**config.mk**
```make
export PLATFORM = sky130hd
export DESIGN_NAME = pad_bank
export DESIGN_NICKNAME = d
export VERILOG_FILES = /design/src/pad_bank_pkg.sv /design/src/pad_sync.sv /design/src/pad_bank.sv
export SDC_FILE = /design/constraint.sdc
export NUM_CORES = 1
export LEC_CHECK = 0
export BUFFER_PORTS_ARGS = -buffer_cell sky130_fd_sc_hd__clkbuf_2
export CAP_MARGIN = 10
export CELL_PAD_IN_SITES_DETAIL_PLACEMENT = 1
export CELL_PAD_IN_SITES_GLOBAL_PLACEMENT = 1
export CORE_UTILIZATION = 25
export DETAILED_ROUTE_END_ITERATION = 16
export PLACE_DENSITY_LB_ADDON = 0.1
export SKIP_CTS_REPAIR_TIMING = 1
export SLEW_MARGIN = 20
export SYNTH_ARGS = -nofsm -noshare
export SYNTH_HDL_FRONTEND = slang
export SYNTH_HIERARCHICAL = 1
export SYNTH_SLANG_ARGS = --single-unit
```
**constraint.sdc**
```tcl
create_clock -name clk_i -period 2 [get_ports clk_i]
set_input_delay 0.2 -clock clk_i [delete_from_list [all_inputs] [get_ports clk_i]]
set_output_delay 0.2 -clock clk_i [all_outputs]
set_load 0.02 [all_outputs]
```
**src/pad_bank_pkg.sv**
```systemverilog
// shared constants for the configurable pad bank
// assumes a single 50 MHz system clock and synchronous reset
package pad_bank_pkg;
  localparam int unsigned num_pads = 8;
  localparam int unsigned num_fc_out = 4;
  localparam int unsigned num_fc_in = 2;
  // pad role encoding, two bits per pad
  localparam logic [1:0] role_input = 2'h0;
  localparam logic [1:0] role_output = 2'h1;
  localparam logic [1:0] role_alt = 2'h2;
  // reset values
  localparam logic [7:0] rst_role_bits = 8'h00;
  localparam logic [7:0] rst_out_value = 8'h00;
  localparam logic [7:0] rst_pull_up = 8'h00;
  localparam logic [3:0] rst_fc_value = 4'h0;
  localparam logic [3:0] rst_fc_gpo_sel = 4'h0;
  // flow-control output bit positions
  localparam int unsigned fc_dcd_bit = 0;
  localparam int unsigned fc_ring_bit = 1;
  localparam int unsigned fc_dsr_bit = 2;
  localparam int unsigned fc_cts_bit = 3;
  // flow-control input bit positions
  localparam int unsigned fc_dtr_bit = 0;
  localparam int unsigned fc_rts_bit = 1;
endpackage

```
**src/pad_sync.sv**
```systemverilog
// two-flop synchroniser for a bus of pad inputs
// assumes the bus bits are independent levels
module pad_sync #(
  parameter int unsigned width = 8
) (
  input wire logic clk_i,
  input wire logic rst_i,
  input wire logic [width-1:0] async_i,
  output logic [width-1:0] sync_o
);
  logic [width-1:0] stage1;
  logic [width-1:0] stage2;
  logic [width-1:0] next_stage1;
  logic [width-1:0] next_stage2;

  // stage1 feeds only stage2, never other logic
  always_comb begin
    next_stage1 = async_i;
    next_stage2 = stage1;
  end

  always_ff @(posedge clk_i) begin
    if (rst_i) begin
      stage1 <= '0;
      stage2 <= '0;
    end else begin
      stage1 <= next_stage1;
      stage2 <= next_stage2;
    end
  end

  assign sync_o = stage2;
endmodule

```
**src/pad_bank.sv**
```systemverilog
// configurable general purpose pad bank with flow-control pad reuse
// assumes pad inputs may be asynchronous; config bits come from firmware ports
//
// Contract
// each pad: input, output or alternate
// input pads read the sampled pad level
// output pads drive stored value, read it
// alternate role follows internal function
// reset: all inputs, pads show zero
// per-pad software pull-up or pull-down
// four flow outputs, two inputs reusable
// auxiliary port has only rx, tx
// aux serial and spi share pins
// outside logic tolerates power-up glitches
// inputs synchronised through two flops; shared pins a and b reach aux_rx_o, spi_mosi_o unsynchronised
module pad_bank (
  input wire logic clk_i,
  input wire logic rst_i,
  // software configuration, one write strobe
  input wire logic cfg_we_i,
  input wire logic [2*pad_bank_pkg::num_pads-1:0] cfg_role_i,
  input wire logic [pad_bank_pkg::num_pads-1:0] cfg_out_value_i,
  input wire logic [pad_bank_pkg::num_pads-1:0] cfg_pull_up_i,
  input wire logic [pad_bank_pkg::num_fc_out-1:0] cfg_fc_gpo_sel_i,
  input wire logic [pad_bank_pkg::num_fc_out-1:0] cfg_fc_value_i,
  input wire logic cfg_fc_gpi_sel_i,
  input wire logic spi_select_i,
  output logic [pad_bank_pkg::num_pads-1:0] read_value_o,
  output logic [2*pad_bank_pkg::num_pads-1:0] role_o,
  // alternate function side
  input wire logic [pad_bank_pkg::num_pads-1:0] alt_out_i,
  input wire logic [pad_bank_pkg::num_pads-1:0] alt_oe_i,
  input wire logic [pad_bank_pkg::num_fc_out-1:0] fc_handshake_i,
  output logic terminal_ready_o,
  output logic request_to_send_o,
  output logic [pad_bank_pkg::num_fc_in-1:0] fc_gpi_value_o,
  // configurable pads
  input wire logic [pad_bank_pkg::num_pads-1:0] pad_in_i,
  output logic [pad_bank_pkg::num_pads-1:0] pad_out_o,
  output logic [pad_bank_pkg::num_pads-1:0] pad_oe_o,
  output logic [pad_bank_pkg::num_pads-1:0] pad_pull_up_o,
  output logic [pad_bank_pkg::num_pads-1:0] pad_pull_down_o,
  // fixed-direction flow-control pads
  output logic carrier_detect_out_pad_o,
  output logic ring_out_pad_o,
  output logic set_ready_out_pad_o,
  output logic clear_to_send_out_pad_o,
  input wire logic terminal_ready_in_pad_i,
  input wire logic request_to_send_in_pad_i,
  // shared aux serial / spi data pins
  input wire logic aux_tx_i,
  output logic aux_rx_o,
  input wire logic spi_miso_i,
  output logic spi_mosi_o,
  input wire logic shared_pin_a_i,
  output logic shared_pin_a_o,
  output logic shared_pin_a_oe_o,
  input wire logic shared_pin_b_i,
  output logic shared_pin_b_o,
  output logic shared_pin_b_oe_o
);
  import pad_bank_pkg::*;

  // ************************************************************
  // configuration state
  // ************************************************************
  logic [2*num_pads-1:0] role;
  logic [num_pads-1:0] out_value;
  logic [num_pads-1:0] pull_up;
  logic [num_fc_out-1:0] fc_gpo_sel;
  logic [num_fc_out-1:0] fc_value;
  logic fc_gpi_sel;
  logic [2*num_pads-1:0] next_role;
  logic [num_pads-1:0] next_out_value;
  logic [num_pads-1:0] next_pull_up;
  logic [num_fc_out-1:0] next_fc_gpo_sel;
  logic [num_fc_out-1:0] next_fc_value;
  logic next_fc_gpi_sel;

  // reserved role code 3 folds into input so a pad has one role
  always_comb begin
    next_role = role;
    next_out_value = out_value;
    next_pull_up = pull_up;
    next_fc_gpo_sel = fc_gpo_sel;
    next_fc_value = fc_value;
    next_fc_gpi_sel = fc_gpi_sel;
    if (cfg_we_i) begin
      for (int i = 0; i < num_pads; i++) begin
        next_role[2*i +: 2] = (cfg_role_i[2*i +: 2] == 2'h3) ? role_input : cfg_role_i[2*i +: 2];
      end
      next_out_value = cfg_out_value_i;
      next_pull_up = cfg_pull_up_i;
      next_fc_gpo_sel = cfg_fc_gpo_sel_i;
      next_fc_value = cfg_fc_value_i;
      next_fc_gpi_sel = cfg_fc_gpi_sel_i;
    end
  end

  // every pad returns to input role at reset
  always_ff @(posedge clk_i) begin
    if (rst_i) begin
      role <= {num_pads{role_input}};
      out_value <= rst_out_value;
      pull_up <= rst_pull_up;
      fc_gpo_sel <= rst_fc_gpo_sel;
      fc_value <= rst_fc_value;
      fc_gpi_sel <= 1'b0;
    end else begin
      role <= next_role;
      out_value <= next_out_value;
      pull_up <= next_pull_up;
      fc_gpo_sel <= next_fc_gpo_sel;
      fc_value <= next_fc_value;
      fc_gpi_sel <= next_fc_gpi_sel;
    end
  end

  // ************************************************************
  // input synchronisation
  // ************************************************************
  logic [num_pads+num_fc_in-1:0] sync_in;

  pad_sync #(.width(num_pads + num_fc_in)) u_sync (
    .clk_i(clk_i),
    .rst_i(rst_i),
    .async_i({request_to_send_in_pad_i, terminal_ready_in_pad_i, pad_in_i}),
    .sync_o(sync_in)
  );

  // ************************************************************
  // per-pad drive and readback
  // ************************************************************
  logic [num_pads-1:0] next_read_value;
  logic [num_pads-1:0] read_value;

  // outputs: output role drives the stored bit, alternate follows the internal function
  generate
    for (genvar g = 0; g < num_pads; g++) begin : g_pad
      logic [1:0] r;
      assign r = role[2*g +: 2];
      assign pad_out_o[g] = rst_i ? 1'b0 : (r == role_alt) ? alt_out_i[g] :
                            (r == role_output) ? out_value[g] : 1'b0;
      assign pad_oe_o[g] = !rst_i && ((r == role_output) || (r == role_alt && alt_oe_i[g]));
      assign pad_pull_up_o[g] = pull_up[g];
      assign pad_pull_down_o[g] = !pull_up[g];
      assign next_read_value[g] = (r == role_output) ? out_value[g] : sync_in[g];
    end
  endgenerate

  always_ff @(posedge clk_i) begin
    if (rst_i) begin
      read_value <= '0;
    end else begin
      read_value <= next_read_value;
    end
  end

  assign read_value_o = read_value;
  assign role_o = role;

  // ************************************************************
  // flow-control pads and shared aux / spi pins
  // ************************************************************
  logic [num_fc_out-1:0] fc_drive;
  logic [num_fc_out-1:0] next_fc_drive;
  logic [num_fc_in-1:0] fc_gpi;
  logic [num_fc_in-1:0] next_fc_gpi;

  // each flow output is either gpo value or its handshake line
  always_comb begin
    next_fc_drive = (fc_gpo_sel & fc_value) | (~fc_gpo_sel & fc_handshake_i);
    next_fc_gpi = sync_in[num_pads +: num_fc_in];
  end

  always_ff @(posedge clk_i) begin
    if (rst_i) begin
      fc_drive <= '0;
      fc_gpi <= '0;
    end else begin
      fc_drive <= next_fc_drive;
      fc_gpi <= next_fc_gpi;
    end
  end

  assign carrier_detect_out_pad_o = fc_drive[fc_dcd_bit];
  assign ring_out_pad_o = fc_drive[fc_ring_bit];
  assign set_ready_out_pad_o = fc_drive[fc_dsr_bit];
  assign clear_to_send_out_pad_o = fc_drive[fc_cts_bit];
  // handshake inputs are masked while reused as general inputs
  assign terminal_ready_o = fc_gpi_sel ? 1'b0 : fc_gpi[fc_dtr_bit];
  assign request_to_send_o = fc_gpi_sel ? 1'b0 : fc_gpi[fc_rts_bit];
  assign fc_gpi_value_o = fc_gpi;

  // pin a: aux receive or spi miso; pin b: aux transmit or spi mosi
  // only rx and tx exist, no modem control on the aux port
  assign aux_rx_o = spi_select_i ? 1'b1 : shared_pin_a_i;
  assign spi_mosi_o = spi_select_i ? shared_pin_b_i : 1'b0;
  assign shared_pin_a_o = rst_i ? 1'b0 : (spi_select_i ? spi_miso_i : 1'b0);
  assign shared_pin_a_oe_o = !rst_i && spi_select_i;
  assign shared_pin_b_o = rst_i ? 1'b0 : (spi_select_i ? 1'b0 : aux_tx_i);
  assign shared_pin_b_oe_o = !rst_i && !spi_select_i;

  // ************************************************************
  // checks
  // ************************************************************
  chk_reset_input_role: assert property (@(posedge clk_i) rst_i |=> role == '0)
    else $error("pad roles not input after reset");
  chk_reset_pad_low: assert property (@(posedge clk_i) rst_i |-> pad_out_o == '0 && pad_oe_o == '0)
    else $error("pad not low during reset");
  chk_output_drives_store: assert property (@(posedge clk_i) disable iff (rst_i)
    (role[1:0] == role_output) |-> pad_oe_o[0] && pad_out_o[0] == out_value[0])
    else $error("output pad not driving stored value");
  chk_alt_follows_fn: assert property (@(posedge clk_i) disable iff (rst_i)
    (role[1:0] == role_alt) |-> pad_oe_o[0] == alt_oe_i[0] && pad_out_o[0] == alt_out_i[0])
    else $error("alternate pad not following function");
  // readback lags the pad by three edges; a reset in the last two flushes the synchroniser
  chk_input_readback: assert property (@(posedge clk_i) disable iff (rst_i)
    (role[1:0] == role_input) && !$past(rst_i, 1) && !$past(rst_i, 2)
    |=> read_value_o[0] == $past(pad_in_i[0], 3))
    else $error("input read not the sampled pad level");
  chk_input_no_drive: assert property (@(posedge clk_i) disable iff (rst_i)
    (role[1:0] == role_input) |-> !pad_oe_o[0])
    else $error("input pad driving");
  chk_pull_select: assert property (@(posedge clk_i) disable iff (rst_i)
    $past(cfg_we_i) && !$past(rst_i)
    |-> pad_pull_up_o == $past(cfg_pull_up_i) && pad_pull_down_o == ~$past(cfg_pull_up_i))
    else $error("pull selection not applied");
  chk_fc_gpo_value: assert property (@(posedge clk_i) disable iff (rst_i)
    fc_gpo_sel[0] && $stable(fc_value) |=> carrier_detect_out_pad_o == $past(fc_value[0]))
    else $error("flow gpo not driving value");
  chk_shared_owner: assert property (@(posedge clk_i) disable iff (rst_i)
    shared_pin_a_oe_o == spi_select_i && shared_pin_b_oe_o == !spi_select_i)
    else $error("shared pins owned by both ports");
  cov_output_role: cover property (@(posedge clk_i) role[1:0] == role_output ##1 pad_out_o[0]);
  cov_alt_role: cover property (@(posedge clk_i) role[1:0] == role_alt && alt_oe_i[0]);
  cov_spi_switch: cover property (@(posedge clk_i) !spi_select_i ##1 spi_select_i);
endmodule

```
==> run summary <==
Of the available clock period, the critical path in the final layout requires 80.8%. Dividing the detail-routed wire length by the instance count gives 13.7 um. The core region is 0.0126 mm2.

For this run, the share of the core covered by cells in the final layout is 34.7%. The number of buffers added on ports was 148. Summing all placed instances gives a cell area of 0.00410 mm2. The design draws 3.57 mW. In this run the mean area of a mapped cell was 11.1 um2. By startpoint and endpoint, the worst setup path is classified as reg -> out. Synthesis produced a netlist whose cell count is 292. For the die area, the log shows 0.0134 mm2. Sequential elements use 46.3% of the synthesized area.

At the pin with the least slew margin, the transition time is 0.381 ns. Setup repair after global routing left no endpoint under its margin. For this run, the leading register cell type out of synthesis is sky130_fd_sc_hd__dfxtp_1. In the routed design, unresolved DRC markers number 0.

The synthesized netlist devotes 0% of its cell area to XOR and XNOR gates. For the total non-filler cell area in the finished layout, the log shows 0.00437 mm2. Setup violations remaining at the end of the flow were counted as 0. The count of standard-cell rows was 41; the worst hold margin was 0.0661 ns. The number of synthesized flops with an enable pin is 0, and the wire length of the first global-routing pass is 13.0 mm. The sequential cells in the finished layout cover a total of 0.00150 mm2. For this run, the detailed router's first-pass iteration total came to 4. Data arrives at the worst endpoint at 1.42 ns. The H-tree depth was 3. The floorplan step set the die width to 116 um. The tools report the number of distinct library cells after synthesis as 24.

The run gives 0 as the remaining number of nets flagged by the antenna check after routing. The share of final-layout standard cells stronger than drive strength 1 is 50.1%, and the first-iteration detailed-routing DRC count is 45. The maximum operating frequency is 0.619 GHz.

Total global routing track utilization: 13.0%. For the count of max-cap constraint violations, the log shows 0. For the finished layout, the period the worst path requires is 1.62 ns.

The clock input transition at the sequential cells of the worst setup and hold paths came out at 0.06 ns. Summed over all layers, the routed wires come to 8.48 mm. For this design the static power due to leakage is 2.00 nW. For this run the aggregate overflow at the end of global routing stands at 0. The half-perimeter wire length after detailed placement came out at 6.15 mm.

The tools report the nature of the critical path startpoint as a flop. TritonCTS built the clock tree. The die extent in y works out to 116 um. The multi-input combinational cells in the finished layout cover a total of 0.00151 mm2. The area fraction in compound gates after synthesis was 10.4%; the effective utilization at floorplan was 25.7%.

The clock arrives with 0.00857 ns of skew. The worst setup path is captured at a primary output. The clock reaches the later pin of the worst-skew pair after 0.34 ns. Leaving out fill and tap cells, the most frequent cell in the layout is sky130_fd_sc_hd__clkbuf_2.

Along the worst path, the maximum fanout reaches 6. The number of slew-limit violations in the final report was 0. For the final routed database, the setup TNS stands at 0 ns. The synthesized netlist devotes 27.2% of its cell area to simple gates. For this block, the via count after detailed routing is 2626. The number of antenna violations at the first check in global routing came out at 0. The growth of design area from synthesis to finish is 34.9%, and the number of warnings issued by yosys is 6. During I/O placement, the number of pins put on the boundary was 149. The logs give 0.262 mV for the worst IR drop on VDD and 0.658 for the global placement routability congestion. The tools report the number of failing hold endpoints at the final stage as 0. Of the post-synthesis cell area, the part taken by muxes is 8.95%. The worst hold path belongs to the class in -> reg.

0 antenna diodes ended up in the layout. The via count of the first global-routing pass was 2609. The library cells used most frequently in the layout, excluding fill and tap cells, are 147 x sky130_fd_sc_hd__clkbuf_2, 75 x sky130_fd_sc_hd__dfxtp_1, 30 x sky130_fd_sc_hd__nor2_1.

For the worst setup path, the data required time is 1.80 ns. After Yosys synthesis, full adders, half adders and majority gates account for 0% of the synthesized area. The run gives 9 as the number of buffers added by the clock tree synthesis step. Number of clock sinks seen by CTS: 75. For the cell area after technology mapping, the log shows 0.00324 mm2. The logs give 371 for the number of nets produced by synthesis and 74.6% for the normalized max-slew margin. The clock passes through at most 2 buffers.

The run finished with clean final reports. Power spread over the standard cell area amounts to 815 mW/mm2. The synthesis-stage register bit count is 75. After synthesis, the largest family of logic cells by area is simple AND/OR/NAND/NOR gates. Clock tree synthesis selected as its root buffer the cell sky130_fd_sc_hd__clkbuf_16. In the routed layout, each cell is associated on average with a via count of 4.24. Entering global routing, the biggest net connects 58 pins.

The fraction of registers with async set or reset after synthesis works out to 0%. After the last flow step, the layout net total stands at 521. The number of fillers in the final layout came out at 1508.
## final timing paths
check                                    from                          endpoint  slack [ns]  depth (start not counted)
min reg2reg  u_sync/next_stage2[0]$_SDFF_PP0_       u_sync/sync_o[0]$_SDFF_PP0_        0.44                          1
max reg2reg            role_o[9]$_SDFFE_PP0P_        read_value_o[4]$_SDFF_PP0_        1.02                          2
max                   role_o[14]$_SDFFE_PP0P_                      pad_out_o[7]        0.38                          3
min                               pad_in_i[2]  u_sync/next_stage2[2]$_SDFF_PP0_        0.07                          2
## sequential cells by signal, summed over array words and instances (netlist names), 4 cells and up
| register | flops |
|---|---|
| fc_gpo_sel | 4 |
| u_sync/sync_o | 10 |
| fc_value | 4 |
| out_value | 8 |
| u_sync/next_stage2 | 10 |
| read_value_o | 8 |
| pad_pull_up_o | 8 |
| fc_drive | 4 |
| role_o | 16 |
## cell usage after synthesis, types with 2 or more instances
master | count | area share, %
sky130_fd_sc_hd__dfxtp_1 | 75 | 46
sky130_fd_sc_hd__nor2_1 | 30 | 3.5
sky130_fd_sc_hd__mux2i_1 | 29 | 9.0
sky130_fd_sc_hd__nand2b_1 | 24 | 4.6
sky130_fd_sc_hd__nand3b_1 | 24 | 5.6
sky130_fd_sc_hd__a21oi_2 | 18 | 4.9
sky130_fd_sc_hd__inv_1 | 16 | 1.9
sky130_fd_sc_hd__nor2b_2 | 16 | 4.3
sky130_fd_sc_hd__a31o_2 | 8 | 2.2
sky130_fd_sc_hd__a41o_1 | 8 | 2.5
sky130_fd_sc_hd__buf_6 | 8 | 2.8
sky130_fd_sc_hd__nor4bb_4 | 7 | 5.4
sky130_fd_sc_hd__a21oi_1 | 6 | 0.93
sky130_fd_sc_hd__nor2b_1 | 5 | 0.96
sky130_fd_sc_hd__nor2b_4 | 4 | 1.7
sky130_fd_sc_hd__and2_1 | 3 | 0.58
sky130_fd_sc_hd__buf_2 | 3 | 0.46
sky130_fd_sc_hd__buf_8 | 2 | 0.93
## per-layer routing
metal | track usage (%) | wire [um] | vias to the layer above
met5 | 0 | 0 | -
met4 | 7.95 | 187 | 0
met3 | 3.82 | 550 | 13
met2 | 21.4 | 4070 | 92
met1 | 15.0 | 3670 | 1232
li1 | - | - | 1289
## logic make-up after synthesis
group | Yosys count
flip-flops | 75
buffers and inverters | 33
AO/OA/AOI/OAI | 40
AND/OR/NAND/NOR | 115
multiplexers | 29
## metrics by stage
stage	setup slack, ns	cells
detailed placement	0.484	603
global route	0.296	619
finish	0.383	619
CTS	0.334	619
floorplan	0.748	292
global placement	0.502	603
## critical path, cell delays in order, from the launching register on
cell                       delay, ns
sky130_fd_sc_hd__dfxtp_1        0.43
sky130_fd_sc_hd__nor4bb_4       0.36
sky130_fd_sc_hd__a41o_1         0.13
sky130_fd_sc_hd__clkbuf_2       0.16
## final cells by class
| cell class | instances | area share, % |
|---|---|---|
| inverters | 17 | 1.46 |
| well taps | 172 | 4.92 |
| clock buffers | 14 | 6.04 |
| multi-input cells | 184 | 34.5 |
| flip-flops and latches | 75 | 34.3 |
| repair buffers | 155 | 18.5 |
| clock inverters | 2 | 0.229 |
## power by group
part           switching [mW]  internal (mW)  total, mW
registers              0.0473           1.57       1.61
logic                   0.235          0.208      0.443
clock network           0.603          0.905       1.51
total                   0.885           2.68       3.57
Power figures use the tool's default switching activity.
